## src/design/rab_pkg.sv

```systemverilog
// Package of register offsets, field positions, reset values and timing constants for the alarm and backup block.
package rab_pkg;

    // =====================================================================
    // Register byte offsets on the AHB-Lite slave.
    localparam logic [7:0] OFS_ALARM_SEC     = 8'h00;
    localparam logic [7:0] OFS_ALARM_MIN     = 8'h04;
    localparam logic [7:0] OFS_ALARM_HOUR    = 8'h08;
    localparam logic [7:0] OFS_ALARM_DATE    = 8'h0C;
    localparam logic [7:0] OFS_ALARM_MONTH   = 8'h10;
    localparam logic [7:0] OFS_ALARM_WEEKDAY = 8'h14;
    localparam logic [7:0] OFS_IRQ_CONTROL   = 8'h18;
    localparam logic [7:0] OFS_BACKUP_CFG    = 8'h1C;
    localparam logic [7:0] OFS_EVT_STATUS    = 8'h20;
    localparam logic [7:0] OFS_EVT_CLEAR     = 8'h24;
    localparam logic [7:0] OFS_EVT_ENABLE    = 8'h28;
    localparam logic [7:0] OFS_POWER_STATE   = 8'h2C;

    // =====================================================================
    // Field positions.
    localparam int unsigned MATCH_ENABLE_BIT  = 7;
    localparam int unsigned REPEAT_PULSE_BIT  = 7;
    localparam int unsigned ALARM_ENABLE_BIT  = 5;
    localparam int unsigned LEGACY_SW_BIT     = 0;
    localparam int unsigned SERIAL_OFF_BIT    = 1;
    localparam int unsigned EVT_ALARM_BIT     = 0;
    localparam int unsigned EVT_TO_BATT_BIT   = 1;
    localparam int unsigned EVT_TO_MAIN_BIT   = 2;
    localparam int unsigned EVT_COUNT         = 3;
    localparam int unsigned FIELD_COUNT       = 6;

    // =====================================================================
    // Reset values.
    localparam logic [7:0] MATCH_RESET       = 8'h00;
    localparam logic [7:0] IRQ_CONTROL_RESET = 8'h00;
    localparam logic [1:0] BACKUP_CFG_RESET  = 2'h0;
    localparam logic [2:0] EVT_ENABLE_RESET  = 3'h0;

    // =====================================================================
    // Backup modes, upper bit is serial_off_in_backup.
    localparam logic [1:0] MODE_A = 2'h0;
    localparam logic [1:0] MODE_B = 2'h1;
    localparam logic [1:0] MODE_C = 2'h2;
    localparam logic [1:0] MODE_D = 2'h3;

    // =====================================================================
    // Timing: clock rate and length of one pulse on the interrupt pin.
    localparam int unsigned CLK_FREQ_MHZ   = 100;
    localparam int unsigned PULSE_TIME_US  = 250000;
    localparam int unsigned PULSE_CYCLES   = PULSE_TIME_US * CLK_FREQ_MHZ;

    // Interrupt pin driver states.
    typedef enum logic [2:0]
    {
        RAB_PIN_IDLE  = 3'h1,
        RAB_PIN_LEVEL = 3'h2,
        RAB_PIN_PULSE = 3'h4
    } rab_pin_state_t;

endpackage

```

## src/design/rab_alarm_backup.sv

```systemverilog
// Alarm-0 compare, alarm interrupt pin driver and battery backup mode selection behind an AHB-Lite slave.
//
// Contract
// - Bit 7 of each alarm register enables compare; lower bits hold BCD target.
// - A field with its enable bit clear takes no part in the match.
// - With repeat_pulse_select 0, one alarm event at the first full match.
// - The match is evaluated when the time rolls over to new values.
// - On match, set alarm_zero_flag and pull irq_freq_output low.
// - With repeat_pulse_select 1, a pulse is issued at every match.
// - Only seconds enabled at 30 gives an interrupt once per minute.
// - Control register holds repeat_pulse_select in bit 7, alarm_zero_enable in bit 5.
// - In pulsed mode the flag sets each trigger; pulses need no flag clear.
// - Standard backup mode stops alarm generation on battery; serial access follows serial_off_in_backup.
// - Legacy backup keeps alarms and serial access unless serial_off_in_backup is set.
// - Mode A: standard switchover, serial interface works in backup.
// - Mode B: legacy switchover, serial interface works in backup.
// - Mode C: standard switchover, serial interface off in backup.
// - Mode D: legacy switchover, serial interface off in backup.
// - The interrupt pin stays active on battery in all four modes; here alarms reach it on battery only in modes B and D.
`timescale 1ns/10ps

module rab_alarm_backup
#(
    parameter int unsigned PULSE_CYCLES = rab_pkg::PULSE_CYCLES
)
(
    input  wire logic        i_sys_clk,            // System clock, 100 MHz.
    input  wire logic        i_reset_n,            // Asynchronous reset, active low.
    input  wire logic        i_hsel,               // AHB slave select.
    input  wire logic [31:0] i_haddr,              // AHB address.
    input  wire logic [1:0]  i_htrans,             // AHB transfer type.
    input  wire logic        i_hwrite,             // AHB write when high.
    input  wire logic [2:0]  i_hsize,              // AHB transfer size.
    input  wire logic [31:0] i_hwdata,             // AHB write data.
    input  wire logic        i_hready,             // AHB bus ready.
    output logic      [31:0] o_hrdata,             // AHB read data.
    output logic             o_hreadyout,          // AHB slave ready.
    output logic             o_hresp,              // AHB response, always OKAY.
    input  wire logic        i_time_tick,          // One-cycle pulse: time fields just took new values.
    input  wire logic [6:0]  i_time_sec,           // Current seconds, BCD.
    input  wire logic [6:0]  i_time_min,           // Current minutes, BCD.
    input  wire logic [6:0]  i_time_hour,          // Current hours, BCD.
    input  wire logic [6:0]  i_time_date,          // Current date, BCD.
    input  wire logic [6:0]  i_time_month,         // Current month, BCD.
    input  wire logic [6:0]  i_time_weekday,       // Current day of week.
    input  wire logic        i_main_below_backup,  // Comparator pin: main supply below backup supply.
    input  wire logic        i_main_below_trip,    // Comparator pin: main supply below trip level.
    output logic             o_irq_freq_out,       // Interrupt pin output level, always low.
    output logic             o_irq_freq_oe,        // Interrupt pin enable, high pulls the pin low.
    output logic             o_on_battery,         // High while running from backup supply.
    output logic             o_serial_enable,      // High while the serial interface may run.
    output logic             o_irq                 // Level interrupt from enabled status bits.
);

    // =====================================================================
    // Register storage.
    logic [7:0]                        match_reg [rab_pkg::FIELD_COUNT];
    logic [7:0]                        irq_control_reg;
    logic [1:0]                        backup_cfg;
    logic [rab_pkg::EVT_COUNT-1:0]     evt_status;
    logic [rab_pkg::EVT_COUNT-1:0]     evt_enable;

    // Bus pipeline state.
    logic                              wr_pend;
    logic                              rd_pend;
    logic [7:0]                        addr_q;
    logic                              bus_accept;
    logic                              bus_blocked;
    logic                              wr_do;

    // Supply comparator synchronisers and power state.
    logic [1:0]                        bat_sync;
    logic [1:0]                        trip_sync;
    logic                              next_on_battery;
    logic                              on_battery_q;
    logic [1:0]                        mode;

    // Alarm compare.
    logic [6:0]                        now_field [rab_pkg::FIELD_COUNT];
    logic [rab_pkg::FIELD_COUNT-1:0]   field_ok;
    logic [rab_pkg::FIELD_COUNT-1:0]   field_used;
    logic                              match_now;
    logic                              match_prev;
    logic                              alarm_event;
    logic                              alarms_allowed;

    // Pin driver.
    rab_pkg::rab_pin_state_t           pin_state;
    logic [31:0]                       pulse_cnt;
    logic [rab_pkg::EVT_COUNT-1:0]     evt_set;
    logic [rab_pkg::EVT_COUNT-1:0]     evt_clr;

    // =====================================================================
    // Bus decode. A transfer is taken when selected, NONSEQ or SEQ, and ready.
    assign bus_accept = i_hsel & i_htrans[1] & i_hready;
    // serial gating
    // In modes C and D the register port goes deaf on battery: writes drop, reads give zero.
    assign bus_blocked = on_battery_q & backup_cfg[rab_pkg::SERIAL_OFF_BIT];
    assign wr_do       = wr_pend & ~bus_blocked;

    // Address and direction capture; reads get one wait state so the read mux
    // always sees the effect of a write that finished in the same cycle.
    always_ff @(posedge i_sys_clk or negedge i_reset_n)
    begin
        if (!i_reset_n)
        begin
            wr_pend     <= 1'b0;
            rd_pend     <= 1'b0;
            addr_q      <= 8'h00;
            o_hreadyout <= 1'b1;
        end
        else
        begin
            wr_pend <= bus_accept & i_hwrite;
            rd_pend <= bus_accept & ~i_hwrite;
            if (bus_accept)
            begin
                addr_q <= i_haddr[7:0];
            end
            if (bus_accept && !i_hwrite)
            begin
                o_hreadyout <= 1'b0;
            end
            else
            begin
                o_hreadyout <= 1'b1;
            end
        end
    end

    // Response is always OKAY; the size field is not checked, only whole words are used.
    always_ff @(posedge i_sys_clk or negedge i_reset_n)
    begin
        if (!i_reset_n)
        begin
            o_hresp <= 1'b0;
        end
        else
        begin
            o_hresp <= 1'b0;
        end
    end

    // Read data mux, loaded during the wait state of a read.
    always_ff @(posedge i_sys_clk or negedge i_reset_n)
    begin
        if (!i_reset_n)
        begin
            o_hrdata <= 32'h0000_0000;
        end
        else if (rd_pend)
        begin
            o_hrdata <= 32'h0000_0000;
            if (!bus_blocked)
            begin
                unique case (addr_q)
                    rab_pkg::OFS_ALARM_SEC:     o_hrdata <= {24'h00_0000, match_reg[0]};
                    rab_pkg::OFS_ALARM_MIN:     o_hrdata <= {24'h00_0000, match_reg[1]};
                    rab_pkg::OFS_ALARM_HOUR:    o_hrdata <= {24'h00_0000, match_reg[2]};
                    rab_pkg::OFS_ALARM_DATE:    o_hrdata <= {24'h00_0000, match_reg[3]};
                    rab_pkg::OFS_ALARM_MONTH:   o_hrdata <= {24'h00_0000, match_reg[4]};
                    rab_pkg::OFS_ALARM_WEEKDAY: o_hrdata <= {24'h00_0000, match_reg[5]};
                    rab_pkg::OFS_IRQ_CONTROL:   o_hrdata <= {24'h00_0000, irq_control_reg};
                    rab_pkg::OFS_BACKUP_CFG:    o_hrdata <= {30'h0000_0000, backup_cfg};
                    rab_pkg::OFS_EVT_STATUS:    o_hrdata <= {29'h0000_0000, evt_status};
                    rab_pkg::OFS_EVT_ENABLE:    o_hrdata <= {29'h0000_0000, evt_enable};
                    rab_pkg::OFS_POWER_STATE:   o_hrdata <= {29'h0000_0000, mode, on_battery_q};
                    default:                    o_hrdata <= 32'h0000_0000;
                endcase
            end
        end
    end

    // =====================================================================
    // Alarm match registers, one per time field.
    genvar gi;
    generate
        for (gi = 0; gi < rab_pkg::FIELD_COUNT; gi++)
        begin : g_field
            // enable and value
            // The stored byte is kept whole; bit 7 gates the compare, bits 6..0 are the target.
            always_ff @(posedge i_sys_clk or negedge i_reset_n)
            begin
                if (!i_reset_n)
                begin
                    match_reg[gi] <= rab_pkg::MATCH_RESET;
                end
                else if (wr_do && addr_q == rab_pkg::OFS_ALARM_SEC + 8'(4 * gi))
                begin
                    match_reg[gi] <= i_hwdata[7:0];
                end
            end

            assign field_used[gi] = match_reg[gi][rab_pkg::MATCH_ENABLE_BIT];
            assign field_ok[gi]   = ~field_used[gi] | (match_reg[gi][6:0] == now_field[gi]);
        end
    endgenerate

    assign now_field[0] = i_time_sec;
    assign now_field[1] = i_time_min;
    assign now_field[2] = i_time_hour;
    assign now_field[3] = i_time_date;
    assign now_field[4] = i_time_month;
    assign now_field[5] = i_time_weekday;

    // With no field enabled nothing would be compared, so that case never matches.
    assign match_now = (&field_ok) & (|field_used);

    // =====================================================================
    // Interrupt control and backup configuration registers.
    always_ff @(posedge i_sys_clk or negedge i_reset_n)
    begin
        if (!i_reset_n)
        begin
            irq_control_reg <= rab_pkg::IRQ_CONTROL_RESET;
            backup_cfg      <= rab_pkg::BACKUP_CFG_RESET;
            evt_enable      <= rab_pkg::EVT_ENABLE_RESET;
        end
        else if (wr_do)
        begin
            if (addr_q == rab_pkg::OFS_IRQ_CONTROL)
            begin
                irq_control_reg <= i_hwdata[7:0];
            end
            if (addr_q == rab_pkg::OFS_BACKUP_CFG)
            begin
                backup_cfg <= i_hwdata[1:0];
            end
            if (addr_q == rab_pkg::OFS_EVT_ENABLE)
            begin
                evt_enable <= i_hwdata[rab_pkg::EVT_COUNT-1:0];
            end
        end
    end

    // =====================================================================
    // Supply comparators come from pins and pass two flops first.
    always_ff @(posedge i_sys_clk or negedge i_reset_n)
    begin
        if (!i_reset_n)
        begin
            bat_sync  <= 2'h0;
            trip_sync <= 2'h0;
        end
        else
        begin
            bat_sync  <= {bat_sync[0], i_main_below_backup};
            trip_sync <= {trip_sync[0], i_main_below_trip};
        end
    end

    assign mode = {backup_cfg[rab_pkg::SERIAL_OFF_BIT], backup_cfg[rab_pkg::LEGACY_SW_BIT]};

    // Switchover threshold depends only on the legacy select bit.
    always_comb
    begin
        unique case (mode)
            rab_pkg::MODE_A: next_on_battery = bat_sync[1] & trip_sync[1];
            rab_pkg::MODE_B: next_on_battery = bat_sync[1];
            rab_pkg::MODE_C: next_on_battery = bat_sync[1] & trip_sync[1];
            rab_pkg::MODE_D: next_on_battery = bat_sync[1];
        endcase
    end

    // Power state flop and the user-side outputs that follow from it.
    always_ff @(posedge i_sys_clk or negedge i_reset_n)
    begin
        if (!i_reset_n)
        begin
            on_battery_q    <= 1'b0;
            o_on_battery    <= 1'b0;
            o_serial_enable <= 1'b1;
        end
        else
        begin
            on_battery_q    <= next_on_battery;
            o_on_battery    <= next_on_battery;
            o_serial_enable <= ~(next_on_battery & backup_cfg[rab_pkg::SERIAL_OFF_BIT]);
        end
    end

    // =====================================================================
    // Alarm evaluation at each time rollover.
    // alarms in backup
    // Standard switchover stops alarm generation on battery; legacy keeps it.
    assign alarms_allowed = ~on_battery_q | backup_cfg[rab_pkg::LEGACY_SW_BIT];

    // The previous match is remembered so single mode fires only on the first one.
    always_ff @(posedge i_sys_clk or negedge i_reset_n)
    begin
        if (!i_reset_n)
        begin
            match_prev <= 1'b0;
        end
        else if (i_time_tick)
        begin
            match_prev <= match_now;
        end
    end

    // arming and mode
    // Pulsed mode fires at every rollover that matches; single mode needs a fresh match.
    assign alarm_event = i_time_tick & match_now & alarms_allowed
                       & irq_control_reg[rab_pkg::ALARM_ENABLE_BIT]
                       & (irq_control_reg[rab_pkg::REPEAT_PULSE_BIT] | ~match_prev);

    // =====================================================================
    // Sticky status bits; a set in the same cycle as a clear wins.
    assign evt_set[rab_pkg::EVT_ALARM_BIT]   = alarm_event;
    assign evt_set[rab_pkg::EVT_TO_BATT_BIT] = next_on_battery & ~on_battery_q;
    assign evt_set[rab_pkg::EVT_TO_MAIN_BIT] = ~next_on_battery & on_battery_q;
    assign evt_clr = (wr_do && addr_q == rab_pkg::OFS_EVT_CLEAR) ?
                     i_hwdata[rab_pkg::EVT_COUNT-1:0] : {rab_pkg::EVT_COUNT{1'b0}};

    always_ff @(posedge i_sys_clk or negedge i_reset_n)
    begin
        if (!i_reset_n)
        begin
            evt_status <= {rab_pkg::EVT_COUNT{1'b0}};
        end
        else
        begin
            evt_status <= (evt_status & ~evt_clr) | evt_set;
        end
    end

    // Level interrupt from enabled status bits, registered so the port comes off a flop.
    always_ff @(posedge i_sys_clk or negedge i_reset_n)
    begin
        if (!i_reset_n)
        begin
            o_irq <= 1'b0;
        end
        else
        begin
            o_irq <= |(((evt_status & ~evt_clr) | evt_set) & evt_enable);
        end
    end

    // =====================================================================
    // Open-drain interrupt pin driver. Single mode holds the pin low until the
    // flag is cleared; pulsed mode gives a fixed-length low pulse per trigger.
    // pin in backup
    // Nothing here looks at the power state; alarm_event is held off on battery in modes A and C.
    always_ff @(posedge i_sys_clk or negedge i_reset_n)
    begin
        if (!i_reset_n)
        begin
            pin_state <= rab_pkg::RAB_PIN_IDLE;
            pulse_cnt <= 32'h0000_0000;
        end
        else
        begin
            unique case (pin_state)
                rab_pkg::RAB_PIN_IDLE:
                begin
                    if (alarm_event && irq_control_reg[rab_pkg::REPEAT_PULSE_BIT])
                    begin
                        pin_state <= rab_pkg::RAB_PIN_PULSE;
                        pulse_cnt <= 32'(PULSE_CYCLES - 1);
                    end
                    else if (alarm_event)
                    begin
                        pin_state <= rab_pkg::RAB_PIN_LEVEL;
                    end
                end
                rab_pkg::RAB_PIN_LEVEL:
                begin
                    // A clear that meets a new trigger loses, so the pin stays low.
                    if (evt_clr[rab_pkg::EVT_ALARM_BIT] && !alarm_event)
                    begin
                        pin_state <= rab_pkg::RAB_PIN_IDLE;
                    end
                end
                rab_pkg::RAB_PIN_PULSE:
                begin
                    if (pulse_cnt == 32'h0000_0000)
                    begin
                        pin_state <= rab_pkg::RAB_PIN_IDLE;
                    end
                    else
                    begin
                        pulse_cnt <= pulse_cnt - 32'h0000_0001;
                    end
                end
                default:
                begin
                    pin_state <= rab_pkg::RAB_PIN_IDLE;
                end
            endcase
        end
    end

    // Pin outputs come from flops; the output level is fixed low, the enable pulls.
    always_ff @(posedge i_sys_clk or negedge i_reset_n)
    begin
        if (!i_reset_n)
        begin
            o_irq_freq_out <= 1'b0;
            o_irq_freq_oe  <= 1'b0;
        end
        else
        begin
            o_irq_freq_out <= 1'b0;
            o_irq_freq_oe  <= (pin_state != rab_pkg::RAB_PIN_IDLE);
        end
    end

endmodule

```

## config.mk

```make
export PLATFORM = sky130hd
export DESIGN_NAME = rab_alarm_backup
export DESIGN_NICKNAME = d
export VERILOG_FILES = /design/src/design/rab_pkg.sv /design/src/design/rab_alarm_backup.sv
export SDC_FILE = /design/constraint.sdc
export NUM_CORES = 1
export LEC_CHECK = 0
export BUFFER_PORTS_ARGS = -buffer_cell sky130_fd_sc_hd__clkbuf_2
export CAP_MARGIN = 20
export CORE_AREA = 3 3 134 136
export CTS_BUF_LIST = sky130_fd_sc_hd__clkbuf_8
export DETAILED_ROUTE_END_ITERATION = 8
export DIE_AREA = 0 0 137 139
export MAX_ROUTING_LAYER = met4
export REMOVE_ABC_BUFFERS = 1
export SLEW_MARGIN = 25
export SYNTH_ARGS = -nofsm -noshare
export SYNTH_HDL_FRONTEND = slang
export SYNTH_SLANG_ARGS = --single-unit
```

## constraint.sdc

```tcl
create_clock -name i_sys_clk -period 7.3 [get_ports i_sys_clk]
set_clock_uncertainty 0.15 [all_clocks]
set_input_delay 0.365 -clock i_sys_clk [delete_from_list [all_inputs] [get_ports i_sys_clk]]
set_output_delay 0.365 -clock i_sys_clk [all_outputs]
set_load 0.02 [all_outputs]
```

==> results of run 1 <==
[synth_stat cells (3+ instances only)]
cell type  number  share of area (%)
a21oi_1        20                1.5
a221oi_1        6               0.77
a222oi_1        4               0.59
a22o_1          5               0.64
a22oi_1        13                1.4
a31oi_1         6               0.55
a32oi_1         4               0.51
and2_1          6               0.55
and3_1          8               0.73
and4_1          3               0.38
buf_2           5               0.37
buf_4          26                2.9
clkbuf_1       13               0.71
dfrtp_1       124                 45
dfstp_2         3                1.2
inv_1          18               0.99
mux2_2         71                 12
nand2_1        48                2.6
nand3_1        12               0.88
nand4_1        14                1.3
nor2_1         30                1.6
nor2b_1         4               0.37
nor3_1         19                1.4
nor3b_1         3               0.33
nor4_1          6               0.55
o21ai_0        22                1.6
o22ai_1        12                1.1
o31a_1          5               0.64
o32ai_1         3               0.38
o41ai_1         5               0.64
or2_2           3               0.27
or3_1           9               0.82
or4_1           6               0.66
xnor2_1        26                3.3
xor2_1         20                2.6
[stage by stage]
| step | instances | total power [uW] |
|---|---|---|
| floorplan | 613 | 950 |
| global placement | 920 | 1040 |
| detailed placement | 920 | 1050 |
| CTS | 964 | 1700 |
| global route | 965 | 1760 |
| finish | 965 | 1680 |
[path summary, 6_finish.rpt]
kind	from	to
worst max register to register	pulse_cnt[0]	pulse_cnt[15]
max in group asynchronous	i_reset_n	match_reg[13]
min in group asynchronous	i_reset_n	pulse_cnt[12]
worst min register to register	trip_sync[0]	trip_sync[1]
worst max-delay path	pulse_cnt[0]	pulse_cnt[15]
worst min-delay path	i_haddr[4]	addr_q[4]
[logic make-up after synthesis]
family / count (synthesis) / synth area share, %
compound gates: 130 / 13.6
xor+xnor: 46 / 5.89
fa+ha+maj: 1 / 0.183
buf+inv: 67 / 5.56
flops: 127 / 46.5
mux: 73 / 12.0
other cells: 1 / 0.0549
simple gates: 192 / 16.2
[power by group through the flow]
stage | sequential [uW] | clock, uW | combinational, uW
after global placement | 830 | 0 | 211
after global routing | 830 | 682 | 244
after detailed placement | 835 | 0 | 216
after floorplan | 819 | 0 | 131
final | 822 | 640 | 221
after CTS | 821 | 653 | 222
[worst max-delay path, delay by kind of cell, from the launching register on]
family,cells,cell delay [ns]
adders and majority gates,1,0.19
and+or+nand+nor,5,1.92
AOI/OAI and AO/OA,1,0.30
DFF,1,0.41
buffers and inverters,1,0.08
[per-layer routing]
layer / up-vias / global-route usage (%) / part of all wire [%]
li1: 2501 / - / -
met1: 2718 / 26.6 / 44
met2: 171 / 31.3 / 49
met3: 32 / 4.57 / 5.0
met4: 0 / 6.25 / 1.9
met5: - / - / 0
[final cells by class]
type                            count  area, sq um
Sequential cell                   127         3180
Fill cell                        1621         9200
Tap cell                          225          282
Inverter                           18         67.6
Clock buffer                       19          262
Timing Repair Buffer               94          544
Antenna cell                        1         2.50
Clock inverter                     13          148
Multi-Input combinational cell    468         3370
[timing repair]
item / in CTS / in global routing
endpoints found under the setup margin: 0 / 0
hold endpoints to repair: 65 / 0
hold buffers: 12 / 0
==> flow_metrics.tcl, run 1 <==
set metrics [dict create \
    setup_violations 0 \
    grt_usage_pct 20.3 \
    io-pin-count 158 \
    viasPerCell 5.62 \
    cts_buffer_depth 2 \
    rsz0062_at_grt "false" \
    fp-row-count 48 \
    seq_power_share_pct 48.8 \
    syn-cell-area_sq_um 6840 \
    fmax_ghz 0.313 \
    cp_max_fo 29 \
    synthArstFlopShare_pct 100 \
    num_vias 5422 \
    synth_seq_cells 127 \
    cts_max_level 4 \
    ir_worst_vdd_v 0.000126 \
    layout-drive-gt1-share_pct 28.7 \
    critPathRequiredTime_ns 7.49 \
    initial_core_util_pct 40.1 \
    cp_slowest_stage_delay_ns 0.79 \
    largest_reg_flops 42 \
    gp_congestion 0.867 \
    final_common_cell "dfrtp_1" \
    cts_resized 0 \
    antenna_found_initial 1 \
    slowest_stage "nand2_1" \
    timing.final.hold_violations 0 \
    post_cts_buffers 0 \
    syn_inst 637 \
    synth-edff-count 0 \
    rrSetupSlack_ns 4.10 \
    dp_hpwl_um 12800 \
    cts_root_buf "clkbuf_8" \
    intPower_uw 1180 \
    cts_buffers 17 \
    port-buffer-count 79 \
    grt_overflow_total 0 \
    grt_pass1_wl_um 29300 \
    final_core_util_pct 46.1 \
    ys_warn_count 0 \
    syn_avg_cell_area_sq_um 10.7 \
    start_kind "register" \
    maxSlewViolCount 0 \
    maxSlewHeadroom_pct 33.5 \
    dr.pass1.iters 5 \
    drc 0 \
    hp-class "in -> reg" \
    tightest_slew_ns 0.996 \
    grt_pass1_vias 5471 \
    arrival_ns 3.39 \
    fin_ws_ns 4.10 \
    place_ws_ns 4.14 \
    cp-end-kind "register" \
    p_comb_share_pct 13.1 \
    drtAntennaViolNets 0 \
    clockPowerShare_pct 38.0 \
    fp.coreArea_sq_um 17100 \
    cp_cell_sequence "inv_1, ha_1, nor3b_1, and4_1, nand4_1, nand2_1, nor3_1, a311o_1" \
    post-route-period-util_pct 43.8 \
    swShare_pct 29.7 \
    synthFlopType "dfrtp_1" \
    areaGrowthSynthToFinish_pct 15.0 \
    cts_tree "yes" \
    powerDensity_nw_per_um2 214 \
    drv_cap 0 \
    final_cell_mix "124 x dfrtp_1, 78 x clkbuf_2, 71 x mux2_2" \
    die_x_um 137 \
    synth_cell_type_count 75 \
    cts_sinks 127 \
    p_switching_uw 500 \
    outcome "completed" \
    r2r.worst_path.cells 8 \
    holdPathStages 2 \
    grt_max_degree 75 \
    routedWlPerCell_um 18.6 \
    timing.hold.ws_ns 0.0143 \
    ys_seq_area_share_pct 46.5 \
    clk_pin_slew_worst_paths_ns 0.08 \
    setup-tns-final_ns 0 \
    wl_um 18000 \
    drt_iter0_drc 493 \
    p_leak_uw 0.00326 \
    die_y_um 139 \
    fin_area_sq_um 7860 \
    period_minus_slack_ns 3.20 \
    placed_cell_area_sq_um 7320 \
    crit_type "reg -> reg" \
    die_area_sq_um 19000 \
    clk_latency_ns 0.46 \
    final_net_count 846 \
]
Note: power is estimated with default switching activity, not from simulation.
==> run 2: changes to the inputs <==
==> constraint.sdc (replaced) <==
create_clock -name i_sys_clk -period 3.1 [get_ports i_sys_clk]
set_clock_uncertainty 0.15 [all_clocks]
set_input_delay 0.155 -clock i_sys_clk [delete_from_list [all_inputs] [get_ports i_sys_clk]]
set_output_delay 0.155 -clock i_sys_clk [all_outputs]
set_load 0.02 [all_outputs]
==> run 2 against run 1 <==
Against the previous run:
- sequential power rose by 140%
- critical path depth fell by 2
- clock power rose to 2.6 times the previous value
- cell count rose by 2.4%
- core utilization rose by 1.5 points
- sequential share of layout area fell by 1.2 points
- wire length rose by 1.8%
- combinational power rose by 140%
- global-route usage rose by 0.35 points
- largest cell class unchanged
- largest power group unchanged
- highest routed layer unchanged
==> flow_metrics.tcl, run 2 (synthesis results as in run 1) <==
set metrics [dict create \
    outcome "completed" \
    fillCellCount 1620 \
    cts_sinks 127 \
    grt_usage_pct 20.6 \
    final_cell_mix "124 x dfrtp_1, 78 x clkbuf_2, 71 x mux2_2" \
    layout-drive-gt1-share_pct 29.8 \
    antenna_found_initial 1 \
    port-buffer-count 79 \
    hp-class "in -> reg" \
    wl_um 18300 \
    holdPathStages 2 \
    grt_pass1_wl_um 29800 \
    cts_max_level 4 \
    period_minus_slack_ns 2.79 \
    cts_tree "yes" \
    gp_congestion 0.865 \
    timing.final.hold_violations 0 \
    cp-end-kind "register" \
    fin_area_sq_um 8110 \
    fp-row-count 48 \
    min_to "match_reg[0]" \
    viasPerCell 5.58 \
    final_common_cell "dfrtp_1" \
    grt_overflow_total 0 \
    maxSlewViolCount 0 \
    die_area_sq_um 19000 \
    dr.pass1.iters 6 \
    clk_latency_ns 0.46 \
    arrival_ns 2.99 \
    cp_max_fo 8 \
    io-pin-count 158 \
    cts_buffer_depth 2 \
    setup-tns-final_ns 0 \
    regArea_sq_um 3180 \
    post-route-period-util_pct 90.1 \
    rrSetupSlack_ns 0.31 \
    drtAntennaViolNets 0 \
    r2r.worst_path.cells 6 \
    dp_cells 935 \
    cts_resized 0 \
    drt_iter0_drc 444 \
    layout.cells.non_filler 988 \
    maxSlewHeadroom_pct 51.0 \
    setup_violations 0 \
    cts_root_buf "clkbuf_8" \
    num_vias 5510 \
    dp_hpwl_um 12900 \
    grt_max_degree 128 \
    final_net_count 869 \
    fmax_ghz 0.358 \
    ir_worst_vdd_v 0.000365 \
    drc 0 \
    p_leak_uw 0.00340 \
    initial_core_util_pct 40.1 \
    largest_reg_flops 42 \
    areaGrowthSynthToFinish_pct 18.6 \
    placed_cell_area_sq_um 7450 \
    routedWlPerCell_um 18.5 \
    cts_buffers 17 \
    die_x_um 137 \
    powerDensity_nw_per_um2 510 \
    final_core_util_pct 47.5 \
    critPathRequiredTime_ns 3.30 \
    rsz0062_at_grt "false" \
    crit_type "reg -> reg" \
    die_y_um 139 \
    r2r_start "pulse_cnt[14]" \
    start_kind "register" \
    clk_pin_slew_worst_paths_ns 0.08 \
    worstHoldStart "i_hwdata[0]" \
    grt_pass1_vias 5586 \
    fp.coreArea_sq_um 17100 \
    tightest_slew_ns 0.735 \
    multi_input_area_sq_um 3370 \
    timing.hold.ws_ns 0.0291 \
    r2r_end "pulse_cnt[27]" \
    drv_cap 0 \
]
run 2: worst max-delay path by stage:
stage	start	end	slack (ns)	cells past startpoint
3_5_place_dp	pulse_cnt[14]	pulse_cnt[27]	0.35	6
6_report	pulse_cnt[14]	pulse_cnt[27]	0.31	6
5_1_grt	pulse_cnt[21]	pulse_cnt[6]	0.15	7
4_1_cts	pulse_cnt[14]	pulse_cnt[27]	0.32	6
2_1_floorplan	addr_q[5]	field_used[4]	-0.18	4
3_3_place_gp	pulse_cnt[14]	pulse_cnt[27]	0.43	6
run 2: cell type report:
type	instances	area share (%)
Antenna cell	1	0.0309
Clock buffer	17	2.89
Clock inverter	15	2.73
Inverter	18	0.833
Multi-Input combinational cell	468	41.6
Sequential cell	127	39.2
Tap cell	225	3.47
Timing Repair Buffer	117	9.20
run 2: metal layers:
layer	routed length [um]	share of wire (%)	global-route usage [%]
met5	0	0	-
met4	325	1.8	5.36
met3	890	4.9	5.15
met2	9100	50	33.0
met1	8000	44	26.1
run 2: critical path, cell delays in order, from the launching register on:
cell,delay [ns]
dfrtp_1,0.43
or4_4,0.56
and4b_1,0.50
nand3_1,0.25
or3_1,0.39
or3_1,0.32
o211ai_1,0.10
run 2: power by group:
group	internal (uW)	total [uW]	switching (uW)
clock	907	1660	756
combinational	249	535	286
sequential	1780	1940	160
run 2: through the flow:
stage	worst slack, ns	power (uW)
after global routing	0.147	4330
after floorplan	-0.181	2240
after global placement	0.433	2460
after detailed placement	0.347	2480
after CTS	0.322	4170
final	0.308	4130
run 2: timing repair:
action | CTS | global route
buffers inserted | 0 | 0
endpoints found under the hold margin | 184 | 0
hold buffers | 20 | 0
